### src/sto_timer_regs.svh
// Purpose: Register map, field positions, reset values and timing counts of the timer block
// Assumes: AXI4-Lite, 32-bit data, one aligned word per register
// Notes: Bits above each field read as zero
`ifndef STO_TIMER_REGS_SVH
`define STO_TIMER_REGS_SVH

`define STO_ADDR_CTRL0 4'h0
`define STO_ADDR_CTRL1 4'h1
`define STO_ADDR_CMPA 4'h2
`define STO_ADDR_CMPP 4'h3
`define STO_ADDR_FLAGS 4'h4
`define STO_ADDR_COUNT 4'h5

`define STO_C0_PAUSE 7
`define STO_C0_CKSEL_HI 6
`define STO_C0_CKSEL_LO 4
`define STO_C0_ON 3
`define STO_C1_MODE_HI 7
`define STO_C1_MODE_LO 6
`define STO_C1_IO_HI 5
`define STO_C1_IO_LO 4
`define STO_C1_OC 3
`define STO_C1_POL 2
`define STO_C1_DPX 1
`define STO_C1_CCLR 0
`define STO_FL_A 0
`define STO_FL_P 1

`define STO_RST_CTRL 8'h00
`define STO_RST_CMPA 16'h0000
`define STO_RST_CMPP 8'h00

`define STO_RESP_OKAY 2'b00
`define STO_RESP_SLVERR 2'b10

// Subsidiary clock: 32768 Hz nominal derived from the 100 MHz clock
`define STO_CLK_HZ 100000000
`define STO_SUB_HZ 32768
`define STO_SUB_DIV (`STO_CLK_HZ / `STO_SUB_HZ)

`endif

### src/sto_timer_pkg.sv
// Purpose: Types shared by the timer block
// Assumes: Constants come from sto_timer_regs.svh
// Notes: Mode decode is done once in the top module
package sto_timer_pkg;

  typedef enum logic [1:0] {
    STO_MODE_CMP,
    STO_MODE_UNDEF,
    STO_MODE_PWM,
    STO_MODE_TC
  } sto_mode_e;

  typedef struct packed {
    logic pause;
    logic [2:0] clk_sel;
    logic on;
  } sto_ctrl0_s;

  typedef struct packed {
    logic [1:0] mode_sel;
    logic [1:0] pin_action;
    logic initial_level;
    logic invert;
    logic swap;
    logic clear_sel;
  } sto_ctrl1_s;

endpackage : sto_timer_pkg

### src/sto_timer_top.sv
// Purpose: 16-bit count-up timer with compare, timer/counter, PWM and single-pulse modes
// Assumes: ref_clk 100 MHz, high-speed clock equals ref_clk, pins synchronous to ref_clk
// Notes: Registers reached over AXI4-Lite; see sto_timer_regs.svh for the map
//
// Decided for this implementation: the register offsets and register access over AXI4-Lite.
`timescale 1ns/10ps
`include "sto_timer_regs.svh"

module sto_timer_top
  import sto_timer_pkg::*;
(
  input wire logic ref_clk,
  input wire logic sys_rst,
  input wire logic [31:0] s_axi_awaddr,
  input wire logic s_axi_awvalid,
  output logic s_axi_awready,
  input wire logic [31:0] s_axi_wdata,
  input wire logic [3:0] s_axi_wstrb,
  input wire logic s_axi_wvalid,
  output logic s_axi_wready,
  output logic [1:0] s_axi_bresp,
  output logic s_axi_bvalid,
  input wire logic s_axi_bready,
  input wire logic [31:0] s_axi_araddr,
  input wire logic s_axi_arvalid,
  output logic s_axi_arready,
  output logic [31:0] s_axi_rdata,
  output logic [1:0] s_axi_rresp,
  output logic s_axi_rvalid,
  input wire logic s_axi_rready,
  input wire logic external_clock_pin,
  output logic timer_output_pin,
  output logic timer_output_pin_oe
);

  // ----------------------------------------------------------------
  // Declarations
  // ----------------------------------------------------------------
  sto_ctrl0_s ctrl0_ff;
  sto_ctrl1_s ctrl1_ff;
  logic [15:0] compare_a_value_ff;
  logic [7:0] compare_p_value_ff;
  logic compare_a_flag_ff;
  logic compare_p_flag_ff;
  logic [15:0] count_ff;
  logic on_d_ff;
  logic ext_d_ff;
  logic [5:0] pre_ff;
  logic [11:0] sub_ff;
  logic pin_lvl_ff;

  logic aw_held_ff;
  logic w_held_ff;
  logic [3:0] aw_idx_ff;
  logic [31:0] wdata_ff;
  logic [3:0] wstrb_ff;

  sto_mode_e mode;
  logic wr_go;
  logic wr_ctrl0;
  logic on_rise;
  logic ext_rise;
  logic ext_fall;
  logic ext_trig;
  logic tick;
  logic run;
  logic [15:0] nxt_count;
  logic [15:0] inc_count;
  logic match_a;
  logic match_p;
  logic pwm_mode;
  logic pulse_mode;
  logic set_a;
  logic set_p;
  logic clr_cnt;
  logic [16:0] period_val;
  logic [16:0] duty_val;
  logic pwm_active;
  logic nxt_pin_lvl;
  logic nxt_pin_out;
  logic nxt_pin_oe;
  logic [3:0] ar_idx;
  logic [31:0] nxt_rdata;
  logic nxt_rerr;

  localparam logic [11:0] SUB_LAST = 12'(`STO_SUB_DIV - 1);

  // ----------------------------------------------------------------
  // Mode decode
  // ----------------------------------------------------------------
  always_comb begin
    unique case (ctrl1_ff.mode_sel)
      2'b00: mode = STO_MODE_CMP;
      2'b01: mode = STO_MODE_UNDEF;
      2'b10: mode = STO_MODE_PWM;
      2'b11: mode = STO_MODE_TC;
    endcase
  end

  assign pwm_mode = (mode == STO_MODE_PWM) && (ctrl1_ff.pin_action != 2'b11);
  assign pulse_mode = (mode == STO_MODE_PWM) && (ctrl1_ff.pin_action == 2'b11);

  // ----------------------------------------------------------------
  // AXI4-Lite write channel
  // ----------------------------------------------------------------
  assign wr_go = aw_held_ff && w_held_ff && !s_axi_bvalid;
  assign wr_ctrl0 = wr_go && (aw_idx_ff == `STO_ADDR_CTRL0) && wstrb_ff[0];

  always_ff @(posedge ref_clk) begin
    if (sys_rst) begin
      aw_held_ff <= 1'b0;
      aw_idx_ff <= 4'h0;
      s_axi_awready <= 1'b0;
    end else if (wr_go) begin
      aw_held_ff <= 1'b0;
      s_axi_awready <= 1'b0;
    end else if (s_axi_awvalid && s_axi_awready) begin
      aw_held_ff <= 1'b1;
      aw_idx_ff <= (s_axi_awaddr[31:6] == 26'h0) ? s_axi_awaddr[5:2] : 4'hf;
      s_axi_awready <= 1'b0;
    end else begin
      s_axi_awready <= !aw_held_ff && !s_axi_bvalid;
    end
  end

  always_ff @(posedge ref_clk) begin
    if (sys_rst) begin
      w_held_ff <= 1'b0;
      wdata_ff <= 32'h0;
      wstrb_ff <= 4'h0;
      s_axi_wready <= 1'b0;
    end else if (wr_go) begin
      w_held_ff <= 1'b0;
      s_axi_wready <= 1'b0;
    end else if (s_axi_wvalid && s_axi_wready) begin
      w_held_ff <= 1'b1;
      wdata_ff <= s_axi_wdata;
      wstrb_ff <= s_axi_wstrb;
      s_axi_wready <= 1'b0;
    end else begin
      s_axi_wready <= !w_held_ff && !s_axi_bvalid;
    end
  end

  always_ff @(posedge ref_clk) begin
    if (sys_rst) begin
      s_axi_bvalid <= 1'b0;
      s_axi_bresp <= `STO_RESP_OKAY;
    end else if (wr_go) begin
      s_axi_bvalid <= 1'b1;
      s_axi_bresp <= (aw_idx_ff > `STO_ADDR_COUNT) ? `STO_RESP_SLVERR : `STO_RESP_OKAY;
    end else if (s_axi_bready) begin
      s_axi_bvalid <= 1'b0;
    end
  end

  // ----------------------------------------------------------------
  // Control registers
  // ----------------------------------------------------------------
  // Software write wins over hardware set and clear of the on bit
  always_ff @(posedge ref_clk) begin
    if (sys_rst) begin
      ctrl0_ff <= 5'(`STO_RST_CTRL);
    end else if (wr_ctrl0) begin
      ctrl0_ff.pause <= wdata_ff[`STO_C0_PAUSE];
      ctrl0_ff.clk_sel <= wdata_ff[`STO_C0_CKSEL_HI:`STO_C0_CKSEL_LO];
      ctrl0_ff.on <= wdata_ff[`STO_C0_ON];
    end else if (pulse_mode && ext_trig && !ctrl0_ff.on) begin
      ctrl0_ff.on <= 1'b1;
    end else if (pulse_mode && match_a) begin
      ctrl0_ff.on <= 1'b0;
    end
  end

  always_ff @(posedge ref_clk) begin
    if (sys_rst) begin
      ctrl1_ff <= `STO_RST_CTRL;
    end else if (wr_go && (aw_idx_ff == `STO_ADDR_CTRL1) && wstrb_ff[0]) begin
      ctrl1_ff <= wdata_ff[7:0];
    end
  end

  always_ff @(posedge ref_clk) begin
    if (sys_rst) begin
      compare_a_value_ff <= `STO_RST_CMPA;
    end else if (wr_go && (aw_idx_ff == `STO_ADDR_CMPA)) begin
      if (wstrb_ff[0]) begin
        compare_a_value_ff[7:0] <= wdata_ff[7:0];
      end
      if (wstrb_ff[1]) begin
        compare_a_value_ff[15:8] <= wdata_ff[15:8];
      end
    end
  end

  always_ff @(posedge ref_clk) begin
    if (sys_rst) begin
      compare_p_value_ff <= `STO_RST_CMPP;
    end else if (wr_go && (aw_idx_ff == `STO_ADDR_CMPP) && wstrb_ff[0]) begin
      compare_p_value_ff <= wdata_ff[7:0];
    end
  end

  // Sticky flags, write one to clear; a new match wins over the clear
  always_ff @(posedge ref_clk) begin
    if (sys_rst) begin
      compare_a_flag_ff <= 1'b0;
      compare_p_flag_ff <= 1'b0;
    end else begin
      if (set_a) begin
        compare_a_flag_ff <= 1'b1;
      end else if (wr_go && (aw_idx_ff == `STO_ADDR_FLAGS) && wstrb_ff[0]
                   && wdata_ff[`STO_FL_A]) begin
        compare_a_flag_ff <= 1'b0;
      end
      if (set_p) begin
        compare_p_flag_ff <= 1'b1;
      end else if (wr_go && (aw_idx_ff == `STO_ADDR_FLAGS) && wstrb_ff[0]
                   && wdata_ff[`STO_FL_P]) begin
        compare_p_flag_ff <= 1'b0;
      end
    end
  end

  // ----------------------------------------------------------------
  // Clock selection
  // ----------------------------------------------------------------
  always_ff @(posedge ref_clk) begin
    if (sys_rst) begin
      pre_ff <= 6'h00;
      sub_ff <= 12'h000;
      ext_d_ff <= 1'b0;
      on_d_ff <= 1'b0;
    end else begin
      pre_ff <= pre_ff + 6'h01;
      sub_ff <= (sub_ff == SUB_LAST) ? 12'h000 : sub_ff + 12'h001;
      ext_d_ff <= external_clock_pin;
      on_d_ff <= ctrl0_ff.on;
    end
  end

  assign ext_rise = external_clock_pin && !ext_d_ff;
  assign ext_fall = !external_clock_pin && ext_d_ff;
  assign ext_trig = (ctrl0_ff.clk_sel == 3'b111) ? ext_fall : ext_rise;
  assign on_rise = ctrl0_ff.on && !on_d_ff;

  always_comb begin
    unique case (ctrl0_ff.clk_sel)
      3'b000: tick = (pre_ff[1:0] == 2'h3);
      3'b001: tick = 1'b1;
      3'b010: tick = (pre_ff[3:0] == 4'hf);
      3'b011: tick = (pre_ff == 6'h3f);
      3'b100: tick = (sub_ff == SUB_LAST);
      3'b101: tick = (sub_ff == SUB_LAST);
      3'b110: tick = ext_rise;
      3'b111: tick = ext_fall;
    endcase
  end

  // ----------------------------------------------------------------
  // Counter and comparators
  // ----------------------------------------------------------------
  assign run = ctrl0_ff.on && on_d_ff && !ctrl0_ff.pause && tick;
  assign inc_count = count_ff + 16'h0001;
  assign match_a = run && (compare_a_value_ff != 16'h0000)
                   && (inc_count == compare_a_value_ff);
  assign match_p = run && (inc_count[7:0] == 8'h00)
                   && (inc_count[15:8] == compare_p_value_ff);

  always_comb begin
    set_a = 1'b0;
    set_p = 1'b0;
    clr_cnt = 1'b0;
    if (pulse_mode) begin
      set_a = match_a;
    end else if (pwm_mode) begin
      set_a = match_a;
      set_p = match_p;
      clr_cnt = ctrl1_ff.swap ? match_a : match_p;
    end else if (ctrl1_ff.clear_sel) begin
      set_a = match_a;
      clr_cnt = match_a;
    end else begin
      set_a = match_a;
      set_p = match_p;
      clr_cnt = match_p;
    end
  end

  always_comb begin
    if (on_rise) begin
      nxt_count = 16'h0000;
    end else if (!run) begin
      nxt_count = count_ff;
    end else if (clr_cnt) begin
      nxt_count = 16'h0000;
    end else begin
      nxt_count = inc_count;
    end
  end

  always_ff @(posedge ref_clk) begin
    if (sys_rst) begin
      count_ff <= 16'h0000;
    end else begin
      count_ff <= nxt_count;
    end
  end

  // ----------------------------------------------------------------
  // PWM waveform
  // ----------------------------------------------------------------
  always_comb begin
    if (ctrl1_ff.swap) begin
      period_val = (compare_a_value_ff == 16'h0000) ? 17'h10000
                   : {1'b0, compare_a_value_ff};
      duty_val = (compare_p_value_ff == 8'h00) ? 17'h10000
                 : {1'b0, compare_p_value_ff, 8'h00};
    end else begin
      period_val = (compare_p_value_ff == 8'h00) ? 17'h10000
                   : {1'b0, compare_p_value_ff, 8'h00};
      duty_val = {1'b0, compare_a_value_ff};
    end
  end

  assign pwm_active = (duty_val >= period_val) || ({1'b0, nxt_count} < duty_val);

  // ----------------------------------------------------------------
  // Output pin
  // ----------------------------------------------------------------
  always_comb begin
    nxt_pin_lvl = pin_lvl_ff;
    if (on_rise) begin
      nxt_pin_lvl = ctrl1_ff.initial_level;
    end else if (set_a && (mode == STO_MODE_CMP)) begin
      unique case (ctrl1_ff.pin_action)
        2'b00: nxt_pin_lvl = pin_lvl_ff;
        2'b01: nxt_pin_lvl = 1'b0;
        2'b10: nxt_pin_lvl = 1'b1;
        2'b11: nxt_pin_lvl = !pin_lvl_ff;
      endcase
    end
  end

  always_ff @(posedge ref_clk) begin
    if (sys_rst) begin
      pin_lvl_ff <= 1'b0;
    end else begin
      pin_lvl_ff <= nxt_pin_lvl;
    end
  end

  always_comb begin
    nxt_pin_oe = 1'b1;
    nxt_pin_out = 1'b0;
    if (mode == STO_MODE_CMP) begin
      nxt_pin_out = nxt_pin_lvl;
    end else if (pulse_mode) begin
      nxt_pin_out = (nxt_count != 16'h0000 || on_rise) && ctrl0_ff.on
                    && !(match_a) ? ctrl1_ff.initial_level
                    : !ctrl1_ff.initial_level;
    end else if (pwm_mode) begin
      unique case (ctrl1_ff.pin_action)
        2'b00: nxt_pin_out = !ctrl1_ff.initial_level;
        2'b01: nxt_pin_out = ctrl1_ff.initial_level;
        default: nxt_pin_out = (pwm_active && ctrl0_ff.on) ? ctrl1_ff.initial_level
                               : !ctrl1_ff.initial_level;
      endcase
    end else begin
      nxt_pin_oe = 1'b0;
    end
    nxt_pin_out = nxt_pin_oe && (nxt_pin_out ^ ctrl1_ff.invert);
  end

  always_ff @(posedge ref_clk) begin
    if (sys_rst) begin
      timer_output_pin <= 1'b0;
      timer_output_pin_oe <= 1'b0;
    end else begin
      timer_output_pin <= nxt_pin_out;
      timer_output_pin_oe <= nxt_pin_oe;
    end
  end

  // ----------------------------------------------------------------
  // AXI4-Lite read channel
  // ----------------------------------------------------------------
  assign ar_idx = (s_axi_araddr[31:6] == 26'h0) ? s_axi_araddr[5:2] : 4'hf;

  always_comb begin
    nxt_rdata = 32'h0;
    nxt_rerr = 1'b0;
    case (ar_idx)
      `STO_ADDR_CTRL0: nxt_rdata = {24'h0, ctrl0_ff, 3'b000};
      `STO_ADDR_CTRL1: nxt_rdata = {24'h0, ctrl1_ff};
      `STO_ADDR_CMPA: nxt_rdata = {16'h0, compare_a_value_ff};
      `STO_ADDR_CMPP: nxt_rdata = {24'h0, compare_p_value_ff};
      `STO_ADDR_FLAGS: nxt_rdata = {30'h0, compare_p_flag_ff, compare_a_flag_ff};
      `STO_ADDR_COUNT: nxt_rdata = {16'h0, count_ff};
      default: nxt_rerr = 1'b1;
    endcase
  end

  always_ff @(posedge ref_clk) begin
    if (sys_rst) begin
      s_axi_arready <= 1'b0;
      s_axi_rvalid <= 1'b0;
      s_axi_rdata <= 32'h0;
      s_axi_rresp <= `STO_RESP_OKAY;
    end else if (s_axi_arvalid && s_axi_arready) begin
      s_axi_arready <= 1'b0;
      s_axi_rvalid <= 1'b1;
      s_axi_rdata <= nxt_rdata;
      s_axi_rresp <= nxt_rerr ? `STO_RESP_SLVERR : `STO_RESP_OKAY;
    end else if (s_axi_rvalid) begin
      s_axi_rvalid <= !s_axi_rready;
      s_axi_arready <= 1'b0;
    end else begin
      s_axi_arready <= 1'b1;
    end
  end

endmodule : sto_timer_top

### config.mk
export PLATFORM = sky130hd
export DESIGN_NAME = sto_timer_top
export DESIGN_NICKNAME = d
export VERILOG_FILES = /design/src/sto_timer_pkg.sv /design/src/sto_timer_top.sv
export VERILOG_INCLUDE_DIRS = /design/src
export SDC_FILE = /design/constraint.sdc
export NUM_CORES = 1
export LEC_CHECK = 0
export BUFFER_PORTS_ARGS = -buffer_cell sky130_fd_sc_hd__clkbuf_2
export CAP_MARGIN = 20
export CORE_UTILIZATION = 35
export DETAILED_ROUTE_END_ITERATION = 8
export PLACE_DENSITY_LB_ADDON = 0.25
export REMOVE_ABC_BUFFERS = 1
export SETUP_SLACK_MARGIN = 0.3
export SYNTH_ARGS = -nofsm -noshare
export SYNTH_HDL_FRONTEND = slang
export SYNTH_SLANG_ARGS = --single-unit
### constraint.sdc
create_clock -name ref_clk -period 6 [get_ports ref_clk]
set_input_delay 0.3 -clock ref_clk [delete_from_list [all_inputs] [get_ports ref_clk]]
set_output_delay 0.3 -clock ref_clk [all_outputs]
set_load 0.02 [all_outputs]
Yosys cells after proc, flatten, opt, wreduce, memory -nomap -nowiden
Index checks and enable logic that the tools add are counted.

cells by class
  add/sub/neg operators = 3
  $lt $le $gt $ge = 3
  equal/unequal tests = 30
  mux-type cells = 46
  bitwise gates (word level) = 2
  reductions and logical operators = 80

operators by type and width
  operator                                                                number
  16-bit one-hot mux with 6 select lines                                  1
  17-bit 2-to-1 mux                                                       4
  26-bit logical NOT                                                      2
  16-bit 2-to-1 mux                                                       3
  1-bit logical AND                                                       38
  16-bit nonzero test                                                     2
  1-bit 2-to-1 mux                                                        30
  17-bit >= comparator                                                    1
  16-bit by 17-bit less-than comparator with 1-bit output                 1
  16-bit by 1-bit adder with 16-bit output (second input constant)        1
  16-bit equality test                                                    1
  4-bit by 2-bit equality test with 1-bit output (second input constant)  4
  16-bit logical NOT                                                      1
  8-bit logical NOT                                                       2
  12-bit by 1-bit adder with 12-bit output (second input constant)        1
  12-bit equality test (second input constant)                            1
  2-bit equality test (second input constant)                             6
  3-bit equality test (second input constant)                             4
  4-bit by 3-bit equality test with 1-bit output (second input constant)  3
  1-bit logical NOT                                                       12
  4-bit by 1-bit equality test with 1-bit output (second input constant)  2
  8-bit equality test                                                     1
  4-bit logical NOT                                                       2
  4-bit 2-to-1 mux                                                        2
  other kinds (24)                                                        39

word-level totals
  register bits after elaboration = 143
  output and inout bits = 43
  logic and storage cells = 199

Longest topological paths before layout
  depth after elaboration = 22
  gate-level depth with buffers = 28

Least setup slack after synthesis
OpenSTA, ideal clock, no wires.

  path kind = reg-to-reg
  start = register count_ff[0]
  end = register timer_output_pin
  setup time = 72 ps
  arrival time = 4,995 ps
  data required time = 5,928 ps
  slack = 933 ps
  stages on the path, launching flop included = 27
  path buffers = 3
  clock period less this slack = 5,067 ps
  path through = dfxtp_1 > ha_1 > buf_2 > nand4_2 > nor4_2 > xnor3_1 > nand2_2 > or3_2 > o21ai_1 > buf_2 > or2_2 > buf_2 > nor2_1 > a211o_1 > ha_1 > a21o_1 > a21o_1 > a21o_1 > a21oi_1 > o21ai_0 > nor3_1 > o31a_2 > nor2_1 > xnor2_1 > a31oi_1 > a21oi_1 > mux2i_1

on the way
  word-level cells in the longest chain between the ends = 20
  elaborated cells between the ends (all ways) = 33
  those cells by class = add/sub (1); order compare (1); eq/ne (2); mux (15); bitwise (1); reduce/logical (13)

ends and longest elaborated chain
  what                                        RTL line                                    RTL
  start, declared                             sto_timer_top.sv:45                         logic [15:0] count_ff;
  start signal, assigned                      sto_timer_top.sv:306                        count_ff <= nxt_count;
  16-bit by 1-bit adder with 16-bit output *  sto_timer_top.sv:264                        assign inc_count = count_ff + 16'h0001;
  8-bit logical NOT                           sto_timer_top.sv:267                        assign match_p = run && (inc_count[7:0] == 8'h00)
  1-bit logical AND                           sto_timer_top.sv:267
  1-bit logical AND                           sto_timer_top.sv:268                        && (inc_count[15:8] == compare_p_value_ff);
  1-bit 2-to-1 mux (on tied branches)         sto_timer_top.sv:280, sto_timer_top.sv:279
  1-bit 2-to-1 mux                            sto_timer_top.sv:276                        end else if (pwm_mode) begin
  1-bit 2-to-1 mux                            sto_timer_top.sv:274                        if (pulse_mode) begin
  16-bit 2-to-1 mux *                         sto_timer_top.sv:295                        end else if (clr_cnt) begin
  (+2 left out)                               --
  net nxt_count[10]                           sto_timer_top.sv:67                         logic [15:0] nxt_count;
  (+2 left out)                               --
  1-bit logical AND                           sto_timer_top.sv:366                        default: nxt_pin_out = (pwm_active && ctrl0_ff.on) ? ctrl1_ff.initial_level
  1-bit 2-to-1 mux                            sto_timer_top.sv:366
  1-bit one-hot mux with 2 select lines       sto_timer_top.sv:363                        unique case (ctrl1_ff.pin_action)
  1-bit 2-to-1 mux                            sto_timer_top.sv:362                        end else if (pwm_mode) begin
  1-bit 2-to-1 mux *                          sto_timer_top.sv:358                        end else if (pulse_mode) begin
  1-bit 2-to-1 mux *                          sto_timer_top.sv:356                        if (mode == STO_MODE_CMP) begin
  1-bit XOR *                                 sto_timer_top.sv:372                        nxt_pin_out = nxt_pin_oe && (nxt_pin_out ^ ctrl1_ff.invert);
  1-bit logical AND *                         sto_timer_top.sv:372
  end signal, assigned                        sto_timer_top.sv:380                        timer_output_pin <= nxt_pin_out;
  end, declared                               sto_timer_top.sv:32                         output logic timer_output_pin,

Mark *: on every way through the listed nets, which the timed path passes. The rest lies on a longest branch.
A chain may end at the register's enable or synchronous reset.

Final worst setup path
  start = register count_ff[9]
  end = register timer_output_pin

on the way
  word-level cells in the longest chain between the ends = 19
  elaborated cells between the ends (all ways) = 31
  those cells by class = add/sub (1); order compare (1); eq/ne (2); mux (15); bitwise (1); reduce/logical (11)

ends and longest elaborated chain
  what                                                         RTL line                                    RTL
  16-bit by 1-bit adder with 16-bit output *                   sto_timer_top.sv:264
  16-bit equality test or 8-bit equality test (tied branches)  sto_timer_top.sv:266, sto_timer_top.sv:268
  1-bit logical AND (on tied branches)                         sto_timer_top.sv:266, sto_timer_top.sv:268
  1-bit 2-to-1 mux (on tied branches)                          sto_timer_top.sv:280, sto_timer_top.sv:279
  1-bit 2-to-1 mux                                             sto_timer_top.sv:276
  1-bit 2-to-1 mux                                             sto_timer_top.sv:274
  16-bit 2-to-1 mux *                                          sto_timer_top.sv:295
  16-bit 2-to-1 mux *                                          sto_timer_top.sv:293                        end else if (!run) begin
  (+1 left out)                                                --
  net nxt_count[12]                                            sto_timer_top.sv:67
  (+2 left out)                                                --
  1-bit logical AND                                            sto_timer_top.sv:366
  1-bit 2-to-1 mux                                             sto_timer_top.sv:366
  1-bit one-hot mux with 2 select lines                        sto_timer_top.sv:363
  1-bit 2-to-1 mux                                             sto_timer_top.sv:362
  1-bit 2-to-1 mux *                                           sto_timer_top.sv:358
  1-bit 2-to-1 mux *                                           sto_timer_top.sv:356
  1-bit XOR *                                                  sto_timer_top.sv:372
  1-bit logical AND *                                          sto_timer_top.sv:372

Marked as above.

==> summary.md <==
| Metric | Value |
|---|---|
| Outcome | `complete, no violations` |
| Final worst-path cycle share | `89.74%` |
| Vert. Die Dim | `153.2 um` |
| Initial Util | `36.22%` |
| Post-synth cell types | `94` |
| Worst-case clock skew | `0.02073 ns` |
| Largest stage delay, worst path | `0.57 ns` |
| Tot GR Track Use | `22.27%` |
| Worst Hold Class | `input port to register` |
| CP Launch Type | `register` |
| Die ar. | `23470 sq um` |
| Grt total ovfl | `0` |
| CP arrival | `5.73 ns` |
| CP cell instances | `and4_1 -> nand4_4 -> and3_1 -> a2111oi_1 -> nand4b_1 -> nor2_4 -> or2_2 -> nor2_1 -> o21ai_0 -> o31ai_1 -> ha_1 -> nand3_1 -> or3_1 -> nor2_1 -> a2111oi_0 -> o21ai_0 -> nor3_1 -> o31a_2 -> nor2_1 -> xnor2_1 -> a31oi_1 -> a21oi_1 -> mux2i_1` |
| VDD IR-drop max | `0.1237 mV` |
| YS warnings | `0` |
| Crit path buffers/inverters | `0` |
| RePlAce Congestion | `0.9549` |
| Core Region | `22090 sq um` |
| Layout cells sized above 1 | `20.99%` |
| Mapped Area | `8001 sq um` |
| Hold Buf Count CTS | `0` |
| Dpl hpwl | `19.64 mm` |
| #FFs+latches synth | `125` |
| Int Power | `1.510 mW` |
| Num ports | `151` |
| Input/output buffers | `110` |
| # DRC | `0` |
| Root Buffer | `clkbuf_16` |
| Setup TNS | `0 ns` |
| Max-slew headroom | `25.53%` |
| Diode count | `0` |
| 1st-pass router iterations | `6` |
| Pwr Total | `2.000 mW` |
| Leakage | `3.912 nW` |
| Max-slew violation count | `0` |
| Worst-Margin Slew | `1.117 ns` |
| Setup crit end kind | `register` |
| Dominant synthesized flop cell | `dfxtp_1` |
| Mapped Cells | `992` |
| # nets final | `1234` |
| Reg power frac | `43.1%` |
| CP required | `6.34 ns` |
| Post-route ant nets | `0` |
| Clock share of power | `52.0%` |
| Vias | `7790` |
| Avg Inst Size Synth | `8.066 sq um` |
| Worst-Skew Late Latency | `0.42 ns` |
| Net switching power | `0.4898 mW` |
| Setup ws final | `0.6159 ns` |
| Kind of critical path | `register to register` |
| CTS Buf Count | `17` |
| Die width | `153.2 um` |
| MaxCap Viol Count | `0` |
| Slowest CP cell | `dfxtp_1` |
| First-pass GRT wire length | `40.88 mm` |
| Delay-heaviest family, CP | `simple AND/OR/NAND/NOR gates` |
| Clock slew at reported path FFs | `0.07 ns` |
| Vias in the first global route | `7315` |
| CTS tree | `yes` |
| Initial drt markers | `794` |
| Most common cell after layout, fill and taps aside | `dfxtp_1` |
| Crit path max fanout | `8` |
| DR vias/cell | `5.604` |
| Comb power frac | `4.9%` |
| Share of async-settable or async-resettable flops after synthesis | `0%` |
| Largest net degree at the start of global routing | `100` |
| RSZ-0062 raised after global routing | `false` |
| CTS Sinks | `125` |
| Final hold violations | `0` |
| Hold_ws | `0.09447 ns` |
| Worst slack, placed | `0.4252 ns` |
| Avg WL per Cell | `18.59 um` |
| Total wire length | `25.84 mm` |
| Final Critical Period | `5.384 ns` |
| Post-synth EDFFs | `0` |
| Commonest non-fill, non-tap cells in the layout | `122 x dfxtp_1, 112 x nand2_1, 110 x nor2_1` |
| Power Density | `212.3 nW/um^2` |
| Sequential-to-total area share from yosys stat | `31.27%` |
| Cell accounting for the most synthesized area | `dfxtp_1` |
| Top cells by area, synth | `dfxtp_1 31%, mux2i_1 6.9%, nand2_1 5.3%` |
| Num rows | `54` |
| Max Clk Rate | `185.7 MHz` |
| Clock buffer depth | `2` |
| Synth top area share | `31.27%` |
| Initial antenna violation count | `0` |
| H-tree levels | `4` |
| Most used cell, CP | `nor2_1` |
| Layout overhead on the synthesized area | `17.72%` |
| Post-Route Utilization | `42.63%` |
| Switching share of power | `24.50%` |
| Final setup fails | `0` |
==> power groups by stage <==
stage	Sequential, mW	Combinational (mW)	Clock (mW)
2_1_floorplan	0.880	0.0431	0
3_3_place_gp	0.880	0.0978	0
3_5_place_dp	0.880	0.0987	0
4_1_cts	0.862	0.0992	1.06
5_1_grt	0.865	0.111	1.09
6_report	0.862	0.0979	1.04
==> per-layer routing <==
layer / part of all wire (%) / global-route usage (%)
met1: 46 / 30.35
met2: 45 / 35.23
met3: 7.3 / 4.395
met4: 1.9 / 6.926
met5: 0 / 0
==> what timing repair did <==
action / in CTS / in global routing
endpoints found under the setup margin: 0 / 1
setup buffers: 0 / 3
resized for setup: 0 / 9
==> worst register-to-register path, delay by kind of cell (launching register included) <==
| kind | cells | cell delay, ns |
|---|---|---|
| adders and majority gates | 1 | 0.32 |
| DFF | 1 | 0.57 |
| xor gates and xnor gates | 1 | 0.14 |
| AOI/OAI and AO/OA | 8 | 1.82 |
| and+or+nand+nor | 12 | 2.28 |
| muxes | 1 | 0.19 |
==> final cells by class <==
class,instances,area [sq um]
Clock buffer,19,432.9
Clock inverter,13,155.1
Fill cell,2250,12670
Inverter,21,78.83
Multi-Input combinational cell,784,5054
Sequential cell,125,2506
Tap cell,280,350.3
Timing Repair Buffer,148,842.1
==> sequential cells by signal, summed over array words and instances, names as in the netlist, 2 cells and up <==
| register | count |
|---|---|
| aw_idx_ff | 4 |
| compare_a_value_ff | 16 |
| compare_p_value_ff | 8 |
| count_ff | 16 |
| ctrl0_ff | 5 |
| ctrl1_ff | 8 |
| pre_ff | 6 |
| s_axi_rdata | 16 |
| sub_ff | 12 |
| wdata_ff | 16 |
| wstrb_ff | 2 |
==> final timing paths <==
path / endpoint / start / depth (start not counted) / slack [ns]
setup / recovery: timer_output_pin / count_ff[9] / 23 / 0.62
hold / removal: wdata_ff[10] / s_axi_wdata[10] / 3 / 0.09
setup reg to reg: timer_output_pin / count_ff[9] / 23 / 0.62
hold reg to reg: wdata_ff[15] / wdata_ff[15] / 2 / 0.45
==> logic make-up (layout without fill, tap and decap cells) <==
family          Yosys count  after routing  share of synthesized area, %
other cells               1             18                       0.04687
buf+inv                 100            201                         6.662
compound gates          205            205                         16.95
mux                      63             63                         8.006
xor+xnor                 35             35                         4.175
fa+ha+maj                30             30                         4.660
flops                   125            125                         31.27
simple gates            433            433                         28.23
==> per-stage QoR <==
stage / instance area, sq um / cells
6_report: 9419 / 1390
2_1_floorplan: 7611 / 930
5_1_grt: 9419 / 1390
4_1_cts: 9358 / 1386
3_3_place_gp: 8770 / 1354
3_5_place_dp: 8770 / 1354
==> synthesized netlist by cell type, drive strengths merged (3+ instances only) <==
cell type / number
ha: 29
and4: 6
nor2: 112
nand3: 25
o22ai: 4
nand4: 23
or2: 5
nor4: 30
and2: 9
o21ai: 49
o31ai: 9
or3: 12
and3: 12
inv: 21
a22oi: 9
mux2: 8
o211ai: 3
buf: 38
a221oi: 10
nand2: 113
mux2i: 55
clkbuf: 40
dfxtp: 125
nand4b: 5
a2111oi: 5
nand2b: 8
xnor2: 24
a31oi: 7
or2b: 5
nor3: 30
a211oi: 7
a22o: 3
nor3b: 6
a21oi: 59
nand3b: 3
a21o: 11
nor2b: 24
xor2: 9
Note: power is estimated with default switching activity, not from simulation.
